===== src/core/fcl_pkg.sv =====
// constants, types and helpers shared by the fault current limit register bank
//
// Overview of operation
// - Bits 30-27 cap the torque current, 0h = 0.078 A up to Dh = 3.75 A, Eh-Fh unused.
// - Bits 26-23 set the comparator lock current threshold on that scale, Eh-Fh undefined.
// - Bits 22-19 set the converter-sample lock current threshold, valid only for 0h-Dh.
// - Bit 18 picks the non-volatile memory fault response: zero latches, one only reports.
package fcl_pkg;

	// ---------------------------------------------------------------
	// register map (printed offsets are word indices)
	// ---------------------------------------------------------------
	localparam logic [11:0] FCL_IDX_SETTINGS = 12'h090;
	localparam logic [11:0] FCL_IDX_STATUS = 12'h0A0;
	localparam logic [11:0] FCL_IDX_MASK = 12'h0A1;
	localparam logic [11:0] FCL_ADDR_SETTINGS = {FCL_IDX_SETTINGS[9:0], 2'b00};
	localparam logic [11:0] FCL_ADDR_STATUS = {FCL_IDX_STATUS[9:0], 2'b00};
	localparam logic [11:0] FCL_ADDR_MASK = {FCL_IDX_MASK[9:0], 2'b00};

	// ---------------------------------------------------------------
	// field positions and reset values
	// ---------------------------------------------------------------
	localparam int FCL_PARITY_BIT = 31;
	localparam int FCL_IQ_LIM_LSB = 27;
	localparam int FCL_CMP_THR_LSB = 23;
	localparam int FCL_ADC_THR_LSB = 19;
	localparam int FCL_NVM_RESP_BIT = 18;
	localparam logic [31:0] FCL_SETTINGS_RST = 32'h0000_0000;
	localparam logic FCL_NVM_LATCHED = 1'h0;
	localparam logic FCL_NVM_REPORT = 1'h1;

	// highest code with a defined current (3.75 A)
	localparam logic [3:0] FCL_CODE_MAX = 4'hD;

	// status / mask bit layout
	localparam int FCL_ST_CMP = 0;
	localparam int FCL_ST_ADC = 1;
	localparam int FCL_ST_NVM = 2;
	localparam int FCL_ST_W = 3;
	localparam logic [FCL_ST_W-1:0] FCL_ST_RST = 3'h0;
	localparam int FCL_NUM_PATHS = 2;

	// ---------------------------------------------------------------
	// carriers
	// ---------------------------------------------------------------
	typedef struct packed {
		logic parity;
		logic [3:0] iq_limit;
		logic [3:0] comparator_lock_threshold;
		logic [3:0] adc_lock_threshold;
		logic nvm_fault_response;
		logic [17:0] lower_fields;
	} fcl_settings_s;

	// one current sample on the lock-detection code scale
	typedef struct packed {
		logic valid;
		logic [3:0] magnitude;
	} fcl_sample_s;

	// codes Eh and Fh carry no current value
	function automatic logic fcl_code_valid(input logic [3:0] code);
		return code <= FCL_CODE_MAX;
	endfunction

endpackage


===== src/core/fcl_fault_bank.sv =====
// fault current limit register bank with lock detection and apb access
`timescale 1ns/1ps
`default_nettype none
module fcl_fault_bank import fcl_pkg::*; (
	// clock and reset
	input wire logic mclk,
	input wire logic rst_n,
	// apb slave
	input wire logic psel,
	input wire logic penable,
	input wire logic pwrite,
	input wire logic [11:0] paddr,
	input wire logic [31:0] pwdata,
	output logic pready,
	output logic [31:0] prdata,
	output logic pslverr,
	// current samples for the two lock paths
	input wire fcl_sample_s cmp_sample,
	input wire fcl_sample_s adc_sample,
	// non-volatile memory fault event, one-cycle pulse
	input wire logic nvm_fault_evt,
	// results
	output logic [3:0] iq_limit_code,
	output logic nvm_fault_latched,
	output logic irq
);

	// ---------------------------------------------------------------
	// state
	// ---------------------------------------------------------------
	fcl_settings_s settings_reg;
	logic [FCL_ST_W-1:0] status_reg;
	logic [FCL_ST_W-1:0] status_next;
	logic [FCL_ST_W-1:0] mask_reg;
	logic [FCL_ST_W-1:0] mask_next;
	logic pready_reg;
	logic [31:0] prdata_reg;
	logic pslverr_reg;
	logic irq_reg;
	logic nvm_latch_reg;
	logic nvm_latch_next;
	logic [3:0] iq_limit_reg;
	logic [3:0] iq_limit_next;

	// ---------------------------------------------------------------
	// apb decode
	// ---------------------------------------------------------------
	localparam int FCL_STAT_PAD = 32 - FCL_ST_W;

	// setup is the first cycle, access completes with pready one cycle later
	wire logic setup_phase;
	wire logic access_done;
	wire logic hit_settings;
	wire logic hit_status;
	wire logic hit_mask;
	wire logic hit_any;
	wire logic wr_done;
	wire logic [31:0] rd_word;
	assign setup_phase = psel && !penable;
	assign access_done = psel && penable && pready_reg;
	assign hit_settings = paddr == FCL_ADDR_SETTINGS;
	assign hit_status = paddr == FCL_ADDR_STATUS;
	assign hit_mask = paddr == FCL_ADDR_MASK;
	assign hit_any = hit_settings || hit_status || hit_mask;
	assign wr_done = access_done && pwrite && hit_any;

	// read mux, unmapped reads return zero with an error
	assign rd_word = hit_settings ? settings_reg :
		hit_status ? {{FCL_STAT_PAD{1'b0}}, status_reg} :
		hit_mask ? {{FCL_STAT_PAD{1'b0}}, mask_reg} : 32'h0000_0000;

	// ---------------------------------------------------------------
	// lock detection paths
	// ---------------------------------------------------------------
	wire logic [3:0] path_thr [FCL_NUM_PATHS];
	wire fcl_sample_s path_sample [FCL_NUM_PATHS];
	wire logic [FCL_NUM_PATHS-1:0] path_lock;
	assign path_thr[0] = settings_reg.comparator_lock_threshold;
	assign path_thr[1] = settings_reg.adc_lock_threshold;
	assign path_sample[0] = cmp_sample;
	assign path_sample[1] = adc_sample;

	// one comparator per path, identical logic
	genvar g;
	generate
		for (g = 0; g < FCL_NUM_PATHS; g++) begin : gen_path
			fcl_lock_cmp fcl_lock_cmp_inst (
				.mclk(mclk),
				.rst_n(rst_n),
				.threshold(path_thr[g]),
				.sample(path_sample[g]),
				.lock_pulse(path_lock[g])
			);
		end
	endgenerate

	// ---------------------------------------------------------------
	// status, mask and fault response
	// ---------------------------------------------------------------
	wire logic [FCL_ST_W-1:0] st_events;
	wire logic [FCL_ST_W-1:0] st_w1c;
	wire logic nvm_latch_set;
	assign st_events = {nvm_fault_evt, path_lock[1], path_lock[0]};
	assign st_w1c = (wr_done && hit_status) ? pwdata[FCL_ST_W-1:0] : FCL_ST_RST;

	// a new event in the clearing cycle survives the clear
	assign status_next = (status_reg & ~st_w1c) | st_events;
	assign mask_next = (wr_done && hit_mask) ? pwdata[FCL_ST_W-1:0] : mask_reg;

	// latched mode holds the fault until software clears the status bit
	assign nvm_latch_set = nvm_fault_evt
		&& (settings_reg.nvm_fault_response == FCL_NVM_LATCHED);
	assign nvm_latch_next = nvm_latch_set
		|| (nvm_latch_reg && !st_w1c[FCL_ST_NVM]);

	// undefined limit codes fall back to the top defined current
	assign iq_limit_next = fcl_code_valid(settings_reg.iq_limit) ?
		settings_reg.iq_limit : FCL_CODE_MAX;

	// ---------------------------------------------------------------
	// registers
	// ---------------------------------------------------------------
	// configuration word, all 32 bits kept for read-back
	always_ff @(posedge mclk or negedge rst_n) begin
		if (!rst_n) begin
			settings_reg <= FCL_SETTINGS_RST;
		end else if (wr_done && hit_settings) begin
			settings_reg <= fcl_settings_s'(pwdata);
		end
	end

	// status, mask and derived outputs
	always_ff @(posedge mclk or negedge rst_n) begin
		if (!rst_n) begin
			status_reg <= FCL_ST_RST;
			mask_reg <= FCL_ST_RST;
			irq_reg <= 1'b0;
			nvm_latch_reg <= 1'b0;
			iq_limit_reg <= FCL_SETTINGS_RST[FCL_IQ_LIM_LSB +: 4];
		end else begin
			status_reg <= status_next;
			mask_reg <= mask_next;
			irq_reg <= |(status_next & mask_next); // tracks status with no lag
			nvm_latch_reg <= nvm_latch_next;
			iq_limit_reg <= iq_limit_next;
		end
	end

	// bus answer: zero wait states, pready in the first access cycle
	always_ff @(posedge mclk or negedge rst_n) begin
		if (!rst_n) begin
			pready_reg <= 1'b0;
			prdata_reg <= 32'h0000_0000;
			pslverr_reg <= 1'b0;
		end else begin
			pready_reg <= setup_phase;
			prdata_reg <= setup_phase ? rd_word : 32'h0000_0000;
			pslverr_reg <= setup_phase && !hit_any;
		end
	end

	// ---------------------------------------------------------------
	// outputs
	// ---------------------------------------------------------------
	assign pready = pready_reg;
	assign prdata = prdata_reg;
	assign pslverr = pslverr_reg;
	assign irq = irq_reg;
	assign nvm_fault_latched = nvm_latch_reg;
	assign iq_limit_code = iq_limit_reg;

	// ---------------------------------------------------------------
	// checks
	// ---------------------------------------------------------------
	// a defined limit code reaches the output one cycle later
	a_iq_limit_pass: assert property (@(posedge mclk) disable iff (!rst_n)
		fcl_code_valid(settings_reg.iq_limit) |=> iq_limit_code == $past(settings_reg.iq_limit))
		else $error("torque limit code not passed through");

	// an undefined limit code never leaves the block
	a_iq_limit_clamp: assert property (@(posedge mclk) disable iff (!rst_n)
		!fcl_code_valid(settings_reg.iq_limit) |=> iq_limit_code == FCL_CODE_MAX)
		else $error("torque limit code not clamped");

	// comparator overcurrent sets its status bit two cycles later
	a_cmp_lock_flag: assert property (@(posedge mclk) disable iff (!rst_n)
		cmp_sample.valid && fcl_code_valid(settings_reg.comparator_lock_threshold)
		&& cmp_sample.magnitude > settings_reg.comparator_lock_threshold
		|=> ##1 status_reg[FCL_ST_CMP])
		else $error("comparator lock not flagged");

	// converter overcurrent sets its status bit two cycles later
	a_adc_lock_flag: assert property (@(posedge mclk) disable iff (!rst_n)
		adc_sample.valid && fcl_code_valid(settings_reg.adc_lock_threshold)
		&& adc_sample.magnitude > settings_reg.adc_lock_threshold
		|=> ##1 status_reg[FCL_ST_ADC])
		else $error("converter lock not flagged");

	// no comparator lock flagged while current stays at or under the threshold
	a_no_false_lock: assert property (@(posedge mclk) disable iff (!rst_n)
		!(cmp_sample.valid && cmp_sample.magnitude > settings_reg.comparator_lock_threshold)
		&& $stable(settings_reg) |=> !path_lock[0])
		else $error("comparator lock without overcurrent");

	// latched mode holds the fault, report mode only raises status
	a_nvm_latch_mode: assert property (@(posedge mclk) disable iff (!rst_n)
		nvm_fault_evt && settings_reg.nvm_fault_response == FCL_NVM_LATCHED
		|=> nvm_fault_latched && status_reg[FCL_ST_NVM])
		else $error("nvm fault not latched");

	a_nvm_report_only: assert property (@(posedge mclk) disable iff (!rst_n)
		nvm_fault_evt && settings_reg.nvm_fault_response == FCL_NVM_REPORT
		&& !nvm_fault_latched |=> !nvm_fault_latched && status_reg[FCL_ST_NVM])
		else $error("report-only nvm fault latched");

	// clearing the fault bit drops the latch too, unless a new fault arrives
	a_nvm_w1c_clear: assert property (@(posedge mclk) disable iff (!rst_n)
		wr_done && hit_status && pwdata[FCL_ST_NVM] && !nvm_fault_evt
		|=> !status_reg[FCL_ST_NVM] && !nvm_fault_latched)
		else $error("nvm fault bit not cleared");

	// a fault in the clearing cycle wins over the clear
	a_nvm_set_wins: assert property (@(posedge mclk) disable iff (!rst_n)
		nvm_fault_evt |=> status_reg[FCL_ST_NVM])
		else $error("nvm fault event lost");

	// interrupt is high exactly while an unmasked status bit is set
	a_irq_level: assert property (@(posedge mclk) disable iff (!rst_n)
		irq == |(status_reg & mask_reg))
		else $error("interrupt level does not match status");

	// every setup cycle is answered in the next cycle, for one cycle only
	a_apb_ready: assert property (@(posedge mclk) disable iff (!rst_n)
		psel && !penable |=> pready ##1 !pready)
		else $error("bus ready not a single-cycle answer");

	// unmapped addresses answer with an error and zero data
	a_unmapped_err: assert property (@(posedge mclk) disable iff (!rst_n)
		psel && !penable && !hit_any |=> pslverr && prdata == 32'h0000_0000)
		else $error("unmapped access not refused");

endmodule
`default_nettype wire


===== src/core/fcl_lock_cmp.sv =====
// one lock-detection comparator: flags current above its threshold code
`timescale 1ns/1ps
`default_nettype none
module fcl_lock_cmp import fcl_pkg::*; (
	// clock and reset
	input wire logic mclk,
	input wire logic rst_n,
	// threshold and measured current
	input wire logic [3:0] threshold,
	input wire fcl_sample_s sample,
	// lock pulse, high one cycle per over-limit sample cycle
	output logic lock_pulse
);

	// an undefined threshold code never flags, so a bad write cannot fake a lock
	wire logic over_limit;
	assign over_limit = sample.valid && fcl_code_valid(threshold)
		&& (sample.magnitude > threshold);

	// registered so the status logic sees a clean pulse
	always_ff @(posedge mclk or negedge rst_n) begin
		if (!rst_n) begin
			lock_pulse <= 1'b0;
		end else begin
			lock_pulse <= over_limit;
		end
	end

endmodule
`default_nettype wire


===== config.mk =====
export PLATFORM = sky130hd
export DESIGN_NAME = fcl_fault_bank
export DESIGN_NICKNAME = d
export VERILOG_FILES = /design/src/core/fcl_pkg.sv /design/src/core/fcl_fault_bank.sv /design/src/core/fcl_lock_cmp.sv
export SDC_FILE = /design/constraint.sdc
export NUM_CORES = 1
export LEC_CHECK = 0
export ABC_AREA = 1
export BUFFER_PORTS_ARGS = -buffer_cell sky130_fd_sc_hd__buf_2
export CAP_MARGIN = 20
export CORE_MARGIN = 2
export CORE_UTILIZATION = 55
export CTS_CLUSTER_SIZE = 30
export DETAILED_ROUTE_END_ITERATION = 16
export GPL_ROUTABILITY_DRIVEN = 1
export PLACE_DENSITY_LB_ADDON = 0.2
export SYNTH_ARGS = -nofsm -noshare
export SYNTH_HDL_FRONTEND = slang
export SYNTH_SLANG_ARGS = --single-unit

===== constraint.sdc =====
create_clock -name mclk -period 2 [get_ports mclk]
set_input_delay 0.6 -clock mclk [delete_from_list [all_inputs] [get_ports mclk]]
set_output_delay 0.6 -clock mclk [all_outputs]
set_load 0.1 [all_outputs]

==> Flow_metrics.wiki, run 1 <==
{| class="wikitable"
! Metric !! Value
|-
| Gate count of the mapped netlist || between 300 and 400
|-
| Mux cell area share after synthesis || 0%
|-
| Total negative slack || 0 ns
|-
| Filler instances || 485
|-
| PostCTS Resize Cnt || 0
|-
| Number of endpoints with negative hold slack in the final report || 0
|-
| Area inside the core boundary || around 5800 um^2
|-
| Worst Path Buf+Inv || 1
|-
| Number of DRC violations after detailed routing || 0
|-
| CTS HTree Levels || 3
|-
| Clock net sink count || 80
|-
| Wire length of the first global-routing pass || 11,300 um
|-
| Number of synthesized register bits || 80
|-
| Result of the run || completed
|-
| Data required, critical path || 1.40 ns
|-
| Die ar. || between 6000 and 7000 um^2
|-
| Post-synthesis share of cell area spent on and, or, nand and nor gates || around 28%
|-
| Max-cap check violation count || 0
|-
| Die outline width || just over 80 um
|-
| Finish-stage setup viols || 0
|-
| RSZ-0062 raised after global routing || false
|-
| Leading cell type in the layout, fill and taps excluded || sky130_fd_sc_hd__nand2_1
|-
| Complex-gate fraction of the synthesized area || under 10%
|-
| Total Routed Length || around 6900 um
|-
| Slew HR || 66.9%
|-
| Main combinational cell family by area after synthesis || simple AND/OR/NAND/NOR gates
|-
| Kind of launch point of the worst setup path || flip-flop
|-
| Detailed-router iteration count before antenna repair || 4
|-
| CP cell instances || buf_2
|-
| # hold bufs at CTS || 0
|-
| Final RePlAce weighted congestion || approximately 0.86
|-
| Routed wire length per instance || roughly 13 um
|-
| GRT Util Overall || 23.0%
|-
| Worst skew pair latency || approximately 0.34 ns
|-
| Leak || 2.31 nW
|-
| Adder and majority cell fraction of the synthesized area || under 10%
|-
| Highest-count cells in the layout ignoring fill and taps || 114 x sky130_fd_sc_hd__nand2_1, 98 x sky130_fd_sc_hd__buf_2, 80 x sky130_fd_sc_hd__dfrtp_1
|-
| Ant. Diodes || 0
|-
| Kind of cell with the highest combined delay on the critical path || buffers and inverters
|-
| Synth-to-Final Area Change || 25.4%
|-
| Worst Path Max Fanout || 2
|-
| Signal arrival time at the worst endpoint || between 1 and 1.5 ns
|-
| Via count of the first global-routing pass || about 2,500
|-
| Summed instance area of the synthesized netlist || about 3300 um^2
|-
| Register area share after synthesis || 61.3%
|-
| Clock tree from TritonCTS || done
|-
| Tcrit/Tclk final || a little under 90%
|-
| CTS clk-pin slew, worst paths || approximately 0.09 ns
|-
| Final-stage net count || roughly 530
|-
| Endpoint class of the critical path || output pin
|-
| Overall die height || 81.1 um
|-
| Share of final-layout standard cells stronger than drive strength 1 || between 20% and 30%
|-
| Number of warnings issued by yosys || 0
|-
| Per-instance average area after synthesis || around 9 um^2
|-
| Worst-Margin Slew || roughly 0.5 ns
|-
| Setup fix buffers added after clock tree synthesis || 0
|-
| Number of antenna violations at the first check in global routing || 0
|-
| Number of standard-cell rows in the floorplan || 28
|-
| Inserted Clock Buffers || 9
|-
| Average vias per placed instance || between 5 and 6
|-
| IO Pins || 100
|-
| Count of nets left with antenna violations after detail routing || 0
|-
| Maximum clock insertion buffer count || 2
|-
| Final clock skew || around 0.013 ns
|-
| Worst setup path class || reg -> out
|-
| GR Overflow Total || 0
|-
| Class of the tightest hold or removal check || in -> async
|-
| Power per cell area || between 700 and 800 nW/um^2
|-
| Max-slew violation count || 0
|-
| Maximum number of pins on one net before global-route repair || 62
|-
| Post-layout min period || 1.73 ns
|-
| Buffers on Ports || slightly below 100
|-
| Initial Utilization || 56.2%
|-
| Parity-gate share of the synthesized area counting xor and xnor cells || 0%
|-
| Library cell used as clock root buffer || sky130_fd_sc_hd__clkbuf_8
|-
| Crit path max-delay cell type || sky130_fd_sc_hd__buf_2
|-
| Max Clk Rate || 0.577 GHz
|-
| Worst supply voltage drop on vdd || between 0.0004 and 0.0005 V
|-
| Drt initial violations || between 100 and 150
|-
| Post-detailed-placement half-perimeter wirelength || 4920 um
|-
| Post-synthesis cell type count || 22
|-
| Post-Synthesis Net Count || ~430
|-
| Slowest Stage Delay on Critical Path || approximately 0.43 ns
|-
| Max FFs per register || 32
|-
| Routed via count || 2,738
|-
| Core Util, Final || a little over two thirds
|}
==> routing by layer <==
metal	track usage (%)	up-vias	wire [um]
li1	-	1341	-
met4	9.83	0	153
met1	29.6	1293	2910
met3	5.67	17	400
met2	37.5	87	3460
met5	0	-	0
==> final cells by class <==
class | count | area, um^2 | area share (%)
clock buffers | 11 | 141 | 3.45
clock inverters | 5 | 63.8 | 1.56
inverters | 30 | 113 | 2.75
multi-input cells | 231 | 1080 | 26.5
flip-flops and latches | 80 | 2000 | 48.9
well taps | 75 | 93.8 | 2.29
repair buffers | 109 | 598 | 14.6
==> cell families after synthesis <==
kind of cell,count (synthesis)
AND/OR/NAND/NOR,212
AO/OA/AOI/OAI,11
adder cells (fa/ha/maj),8
flip-flops,80
buffers and inverters,48
==> where the power goes <==
part	internal [mW]	switching, mW
Clock	0.620	0.571
Sequential	1.62	0.00183
Combinational	0.0644	0.107
Total	2.31	0.680
==> cell usage after synthesis <==
master                      count  area share [%]
sky130_fd_sc_hd__nor3_1        11             1.7
sky130_fd_sc_hd__o31ai_1        2            0.46
sky130_fd_sc_hd__nand4_1        6             1.1
sky130_fd_sc_hd__nand3_1       43             6.6
sky130_fd_sc_hd__buf_2          9             1.4
sky130_fd_sc_hd__nor4_1         1            0.19
sky130_fd_sc_hd__ha_1           8             3.1
sky130_fd_sc_hd__and3_1         1            0.19
sky130_fd_sc_hd__inv_2          1            0.11
sky130_fd_sc_hd__nand2_1      114              13
sky130_fd_sc_hd__a21oi_1        4            0.61
sky130_fd_sc_hd__inv_1         29             3.3
sky130_fd_sc_hd__a221oi_1       1            0.27
sky130_fd_sc_hd__buf_1          2            0.23
sky130_fd_sc_hd__nor2_1        31             3.6
sky130_fd_sc_hd__clkbuf_1       7            0.80
sky130_fd_sc_hd__or2_0          3            0.57
sky130_fd_sc_hd__and2_1         1            0.19
sky130_fd_sc_hd__dfrtp_1       80              61
sky130_fd_sc_hd__o21ai_0        3            0.46
sky130_fd_sc_hd__o2111ai_1      1            0.27
sky130_fd_sc_hd__nor3_4         1            0.50
==> final timing paths <==
path / from / end / slack, ns / depth (start not counted)
setup / recovery: nvm_fault_latched / nvm_fault_latched / 0.27 / 1
min in group mclk: settings_reg[30] / iq_limit_code[3] / 0.44 / 0
max in group asynchronous: rst_n / mask_reg[1] / 1.29 / 2
setup reg to reg: path_thr[5] / gen_path[0].fcl_lock_cmp_inst.lock_pulse / 0.61 / 6
hold / removal: rst_n / settings_reg[28] / 0.13 / 1
hold reg to reg: settings_reg[30] / iq_limit_code[3] / 0.44 / 0
==> per-stage QoR <==
step | total power [mW] | instances | hold WS, ns | instance area, um^2 | setup WS, ns
global route | 3.10 | 541 | 0.129 | 4100 | 0.220
floorplan | 1.71 | 359 | 0.304 | 3270 | 0.0904
finish | 2.99 | 541 | 0.132 | 4100 | 0.268
detailed placement | 1.83 | 525 | 0.417 | 3890 | 0.0863
CTS | 3.01 | 541 | 0.127 | 4100 | 0.247
global placement | 1.83 | 525 | 0.413 | 3890 | 0.163
==> worst register-to-register path, delay by kind of cell (launching register included) <==
kind,cells,cell delay [ns]
AOI/OAI and AO/OA,2,0.43
DFF,1,0.36
adders and majority gates,1,0.28
buffers and inverters,2,0.12
and+or+nand+nor,1,0.08
Power figures use the tool's default switching activity.
==> run 2, diff against run 1 <==
--- a/config.mk
+++ b/config.mk
@@ -6,12 +6,12 @@
 export NUM_CORES = 1
 export LEC_CHECK = 0
 export ABC_AREA = 1
-export BUFFER_PORTS_ARGS = -buffer_cell sky130_fd_sc_hd__buf_2
 export CAP_MARGIN = 20
 export CORE_MARGIN = 2
-export CORE_UTILIZATION = 55
+export CORE_UTILIZATION = 58
 export CTS_CLUSTER_SIZE = 30
 export DETAILED_ROUTE_END_ITERATION = 16
+export DONT_BUFFER_PORTS = 1
 export GPL_ROUTABILITY_DRIVEN = 1
 export PLACE_DENSITY_LB_ADDON = 0.2
 export SYNTH_ARGS = -nofsm -noshare
==> run 2 against run 1 <==
- the run now ends with hold timing left
- wire length fell by 5.6%
- die area fell by 4.9%
- final area fell by 6.0%
- sequential share of layout area rose by 3.1 points
- final cell count fell by 12%
- core utilization fell by 0.12 points
- combinational power fell by 56%
- maximum frequency rose by 8.1%
- first-iteration DRC count rose by 76%
- count of clock-buffer cells in the layout rose by 1
- largest cell class unchanged
- highest routed layer unchanged
==> Flow_metrics.wiki, run 2 (same netlist as run 1, synthesis figures left out) <==
{| class="wikitable"
! Metric !! Value
|-
| Count of nets left with antenna violations after detail routing || 0
|-
| Max Clk Rate || 0.624 GHz
|-
| Post-detailed-placement half-perimeter wirelength || 4630 um
|-
| Library cell used as clock root buffer || sky130_fd_sc_hd__clkbuf_8
|-
| FF/Latch Area || 2000 um^2
|-
| Tcrit/Tclk final || between 80% and 90%
|-
| Die outline width || between 70 and 80 um
|-
| Routed wire length per instance || roughly 14 um
|-
| Cell depth of the worst flop-to-flop path || 5
|-
| Buffers on Ports || 0
|-
| Overall die height || 79.1 um
|-
| Drt initial violations || ~250
|-
| Class of the tightest hold or removal check || in -> async
|-
| Slew HR || between 60% and 70%
|-
| Worst Path Buf+Inv || 1
|-
| Final RePlAce weighted congestion || ~0.87
|-
| Endpoint class of the critical path || output pin
|-
| CP cell instances || buf_4
|-
| Highest-count cells in the layout ignoring fill and taps || 114 x sky130_fd_sc_hd__nand2_1, 80 x sky130_fd_sc_hd__dfrtp_1, 48 x sky130_fd_sc_hd__buf_4
|-
| Number of endpoints with negative hold slack in the final report || 80
|-
| Die ar. || between 6000 and 7000 um^2
|-
| Terminus of the critical flop-to-flop path || settings_reg[27]
|-
| Area of the multi-input gates || 1080 um^2
|-
| Area inside the core boundary || about 5500 um^2
|-
| Signal arrival time at the worst endpoint || 1.00 ns
|-
| Result of the run || finished, violations left
|-
| Detailed-router iteration count before antenna repair || 4
|-
| Synth-to-Final Area Change || 17.8%
|-
| PostCTS Resize Cnt || 0
|-
| Average vias per placed instance || just over 5
|-
| Max FFs per register || 32
|-
| Max-slew violation count || 0
|-
| Number of antenna violations at the first check in global routing || 0
|-
| IO Pins || 100
|-
| Post-layout min period || 1.60 ns
|-
| Initial Utilization || about 60%
|-
| Routed via count || between 2,000 and 2,500
|-
| Clock tree from TritonCTS || done
|-
| Beginning of the critical path || pslverr
|-
| Capturing instance or port of the critical path || pslverr
|-
| Worst Path Max Fanout || 1
|-
| RSZ-0062 raised after global routing || false
|-
| Worst setup path class || reg -> out
|-
| Number of DRC violations after detailed routing || 0
|-
| Finish-stage setup viols || 0
|-
| CTS clk-pin slew, worst paths || roughly 0.08 ns
|-
| Data required, critical path || 1.40 ns
|-
| Leading cell type in the layout, fill and taps excluded || sky130_fd_sc_hd__nand2_1
|-
| Final clock skew || 0.00500 ns
|-
| Maximum clock insertion buffer count || 2
|-
| Total power draw || roughly 2.9 mW
|-
| Start of the worst register-to-register path || pready
|-
| Failing checks || hold timing
|-
| Slowest Stage Delay on Critical Path || between 0.3 and 0.4 ns
|-
| Filler instances || approximately 440
|-
| Ant. Diodes || 0
|-
| Clock net sink count || 80
|-
| Setup fix buffers added after clock tree synthesis || 0
|-
| Final hold slack || -0.0546 ns
|-
| Inserted Clock Buffers || 9
|-
| Final-stage net count || 468
|-
| Worst skew pair latency || approximately 0.34 ns
|-
| Via count of the first global-routing pass || between 2,000 and 2,500
|-
| Number of standard-cell rows in the floorplan || 27
|-
| Max-cap check violation count || 0
|-
| Kind of launch point of the worst setup path || flip-flop
|-
| Total negative slack || 0 ns
|-
| GR Overflow Total || 0
|-
| CTS HTree Levels || 3
|-
| Leak || 2.05 nW
|-
| WP depth || 1
|-
| Maximum number of pins on one net before global-route repair || 81
|-
| Wire length of the first global-routing pass || approximately 11,000 um
|-
| Share of final-layout standard cells stronger than drive strength 1 || between 15 and 20%
|-
| Crit path max-delay cell type || sky130_fd_sc_hd__dfrtp_1
|-
| GRT Util Overall || 22.8%
|-
| Total Routed Length || about 6500 um
|-
| Worst supply voltage drop on vdd || roughly 0.0006 V
|-
| Kind of cell with the highest combined delay on the critical path || flip-flops
|-
| Setup slack of the worst register-to-register path || approximately 0.63 ns
|-
| Worst-Margin Slew || between 0.5 and 0.6 ns
|-
| Power per cell area || 745 nW/um^2
|}
## run 2: worst min path at each step
stage,from,endpoint,slack [ns],depth (start not counted)
2_1_floorplan,rst_n,gen_path[0].fcl_lock_cmp_inst.lock_pulse,0.30,0
3_3_place_gp,rst_n,prdata[29],0.31,0
3_5_place_dp,rst_n,prdata[29],0.31,0
4_1_cts,rst_n,prdata[8],-0.07,0
5_1_grt,rst_n,prdata[29],-0.08,0
6_report,rst_n,prdata[29],-0.05,0
## run 2: cell type report
class                           instances  share of cell area [%]
Sequential cell                        80                    52.0
Inverter                               30                    2.93
Clock inverter                          4                    1.40
Clock buffer                           12                    3.77
Timing Repair Buffer                   48                    9.37
Multi-Input combinational cell        231                    28.2
Tap cell                               72                    2.34
## run 2: report_power, final
group          internal, mW  switching [mW]
registers              1.62         0.00225
clock network         0.614           0.553
logic                0.0208          0.0538
total                  2.26           0.609
## run 2: worst register-to-register path, stage by stage, from the launching register on
cell and delay (ns):
sky130_fd_sc_hd__dfrtp_1 0.35, sky130_fd_sc_hd__nand2_1 0.08, sky130_fd_sc_hd__nor2_4 0.29, sky130_fd_sc_hd__buf_4 0.35
sky130_fd_sc_hd__nand3_1 0.15, sky130_fd_sc_hd__nand2_1 0.09
## run 2: routing by layer
metal	GRT usage, %	part of all wire [%]
met5	0	0
met4	10.7	2.3
met2	35.0	47
met3	7.05	6.8
met1	29.9	43
## run 2: metrics by stage
stage,cells,setup WS [ns],util [%],area [um^2],hold WS [ns]
4_1_cts,477,0.385,70.3,3850,-0.0682
3_3_place_gp,461,0.278,66.7,3650,0.306
5_1_grt,477,0.337,70.3,3850,-0.0835
2_1_floorplan,359,0.0904,-,3270,0.304
6_report,477,0.397,70.3,3850,-0.0546
3_5_place_dp,461,0.208,66.7,3650,0.306
==> run 3, diff against run 2 <==
--- a/config.mk
+++ b/config.mk
@@ -8,7 +8,7 @@
 export ABC_AREA = 1
 export CAP_MARGIN = 20
 export CORE_MARGIN = 2
-export CORE_UTILIZATION = 58
+export CORE_UTILIZATION = 56
 export CTS_CLUSTER_SIZE = 30
 export DETAILED_ROUTE_END_ITERATION = 16
 export DONT_BUFFER_PORTS = 1
==> constraint.sdc (replaced) <==
create_clock -name mclk -period 1.3 [get_ports mclk]
set_input_delay 0.39 -clock mclk [delete_from_list [all_inputs] [get_ports mclk]]
set_output_delay 0.39 -clock mclk [all_outputs]
set_load 0.1 [all_outputs]
==> run 3 against run 2 <==
- the run ends with hold timing, setup timing left
- core utilization is 15 points higher
- count of clock-buffer cells in the layout stayed put
- setup slack worse by 0.52 ns
- final area is 24% higher
- register-to-register slack worse by 0.67 ns
- worst hold slack worse by 0.22 ns
- critical path type unchanged
- critical endpoint is now pready
- largest power group unchanged
- highest routed layer unchanged
==> Flow_metrics.wiki, run 3 (same netlist as run 1, synthesis figures left out) <==
{| class="wikitable"
! Metric !! Value
|-
| Class of the tightest hold or removal check || in -> async
|-
| Routed via count || about 2,800
|-
| Library cell used as clock root buffer || sky130_fd_sc_hd__clkbuf_8
|-
| Die outline width || approximately 80 um
|-
| Overall die height || ~80 um
|-
| Worst-Margin Slew || 0.257 ns
|-
| Signal arrival time at the worst endpoint || 1.03 ns
|-
| Start of the worst register-to-register path || pready
|-
| Worst supply voltage drop on vdd || roughly 0.0011 V
|-
| Number of endpoints with negative hold slack in the final report || 80
|-
| Share of final-layout standard cells stronger than drive strength 1 || 28.0%
|-
| CTS HTree Levels || 3
|-
| Inserted Clock Buffers || 9
|-
| Worst skew pair latency || roughly 0.35 ns
|-
| Finish-stage setup viols || around 40
|-
| Total negative slack || -0.828 ns
|-
| Highest-count cells in the layout ignoring fill and taps || 108 x sky130_fd_sc_hd__nand2_1, 79 x sky130_fd_sc_hd__dfrtp_1, 41 x sky130_fd_sc_hd__buf_12
|-
| Total Routed Length || between 9000 and 10,000 um
|-
| Initial Utilization || between 50% and 60%
|-
| Worst setup path class || reg -> out
|-
| GRT Util Overall || ~28%
|-
| Failing checks || hold timing, setup timing
|-
| Leak || about 2.3 nW
|-
| Average vias per placed instance || around 5.7
|-
| Crit path max-delay cell type || sky130_fd_sc_hd__dfrtp_4
|-
| Max Clk Rate || 0.703 GHz
|-
| Terminus of the critical flop-to-flop path || irq
|-
| CTS clk-pin slew, worst paths || 0.09 ns
|-
| Detailed-router iteration count before antenna repair || 5
|-
| Drt initial violations || between 200 and 300
|-
| Via count of the first global-routing pass || 2,858
|-
| Max-cap check violation count || 0
|-
| Data required, critical path || slightly above 0.9 ns
|-
| Max FFs per register || 32
|-
| Clock tree from TritonCTS || done
|-
| Routed wire length per instance || roughly 19 um
|-
| Filler instances || roughly 250
|-
| Cell depth of the worst flop-to-flop path || 8
|-
| Crit path setup slack, layout || -0.123 ns
|-
| Number of standard-cell rows in the floorplan || 27
|-
| Maximum number of pins on one net before global-route repair || a little over 80
|-
| Final hold slack || -0.276 ns
|-
| Post-detailed-placement half-perimeter wirelength || roughly 5600 um
|-
| Met2 global-route usage || between 40 and 50%
|-
| Total power draw || approximately 4.8 mW
|-
| Wire length of the first global-routing pass || 13,700 um
|-
| Met1 global-route usage || 32.1%
|-
| Max-slew violation count || 0
|-
| Worst Path Buf+Inv || 1
|-
| Result of the run || finished, violations left
|-
| Die ar. || ~6500 um^2
|-
| Synth-to-Final Area Change || 45.6%
|-
| Final clock skew || just over 0.009 ns
|-
| Final-stage net count || roughly 500
|-
| Maximum clock insertion buffer count || 2
|-
| CP cell instances || buf_12
|-
| Kind of cell with the highest combined delay on the critical path || flip-flops
|-
| Number of DRC violations after detailed routing || 0
|-
| Count of nets left with antenna violations after detail routing || 0
|-
| RSZ-0062 raised after global routing || true
|-
| Slew HR || 82.7%
|-
| Ant. Diodes || 0
|-
| Post-layout min period || about 1.4 ns
|-
| GR Overflow Total || 0
|-
| Slowest Stage Delay on Critical Path || 0.51 ns
|-
| Layer carrying the most global-route usage || met2
|-
| Power per cell area || 1010 nW/um^2
|-
| Area inside the core boundary || about 5600 um^2
|-
| Setup slack of the worst register-to-register path || -0.04 ns
|-
| Met3 GRT Util || about 7.4%
|-
| Buffers on Ports || 0
|-
| Worst Path Max Fanout || 2
|-
| Leading cell type in the layout, fill and taps excluded || sky130_fd_sc_hd__nand2_1
|-
| IO Pins || 100
|-
| Tcrit/Tclk final || 109%
|-
| Final RePlAce weighted congestion || 0.861
|-
| Endpoint class of the critical path || output pin
|-
| Clock net sink count || 80
|-
| Number of antenna violations at the first check in global routing || 0
|-
| Kind of launch point of the worst setup path || flip-flop
|}
[run 3: power by group]
part,internal (mW),switching [mW]
clock,1.19,0.927
combinational,0.0694,0.102
sequential,2.50,0.00622
[run 3: timing repair]
| item | in CTS | in global routing |
|---|---|---|
| setup buffers | 4 | 1 |
| pin swaps | 7 | 5 |
| hold endpoints to repair | 80 | 80 |
| setup endpoints to repair | 71 | 56 |
| cloned | 0 | 2 |
| resized for setup | 13 | 20 |
[run 3: layout make-up]
| class | instances | area, um^2 | share of cell area [%] |
|---|---|---|---|
| timing repair buffer | 71 | 1080 | 22.8 |
| inverter | 30 | 115 | 2.42 |
| tap | 72 | 90.1 | 1.89 |
| sequential | 80 | 2010 | 42.2 |
| clock buffer | 12 | 155 | 3.26 |
| multi-input combinational | 231 | 1230 | 25.9 |
| clock inverter | 4 | 76.3 | 1.60 |
[run 3: layer usage]
| layer | part of all wire (%) | routed length, um | vias to the layer above |
|---|---|---|---|
| met1 | 34 | 3210 | 1395 |
| met4 | 2.5 | 237 | 0 |
| met5 | 0 | 0 | - |
| met3 | 7.9 | 739 | 21 |
| li1 | - | - | 1265 |
| met2 | 55 | 5160 | 144 |
[run 3: worst max path at each step]
| stage | startpoint | endpoint | slack (ns) | cells past startpoint |
|---|---|---|---|---|
| 2_1_floorplan | paddr[1] | prdata[0] | -0.09 | 7 |
| 3_3_place_gp | paddr[11] | settings_reg[17] | -0.12 | 8 |
| 3_5_place_dp | paddr[11] | path_thr[3] | -0.18 | 8 |
| 4_1_cts | pready | pready | -0.14 | 1 |
| 5_1_grt | pready | pready | -0.14 | 1 |
| 6_report | pready | pready | -0.12 | 1 |
[run 3: stage by stage]
stage                     hold slack [ns]  instance area (um^2)  utilization, %  std cells  setup WS (ns)
after floorplan                    0.0944                  3360               -        359        -0.0931
after global placement             0.0968                  4320            77.4        478         -0.120
after detailed placement           0.0966                  4320            77.4        478         -0.177
after CTS                          -0.281                  4640            83.2        498         -0.137
after global routing               -0.284                  4760            85.3        500         -0.137
final                              -0.276                  4760            85.3        500         -0.123
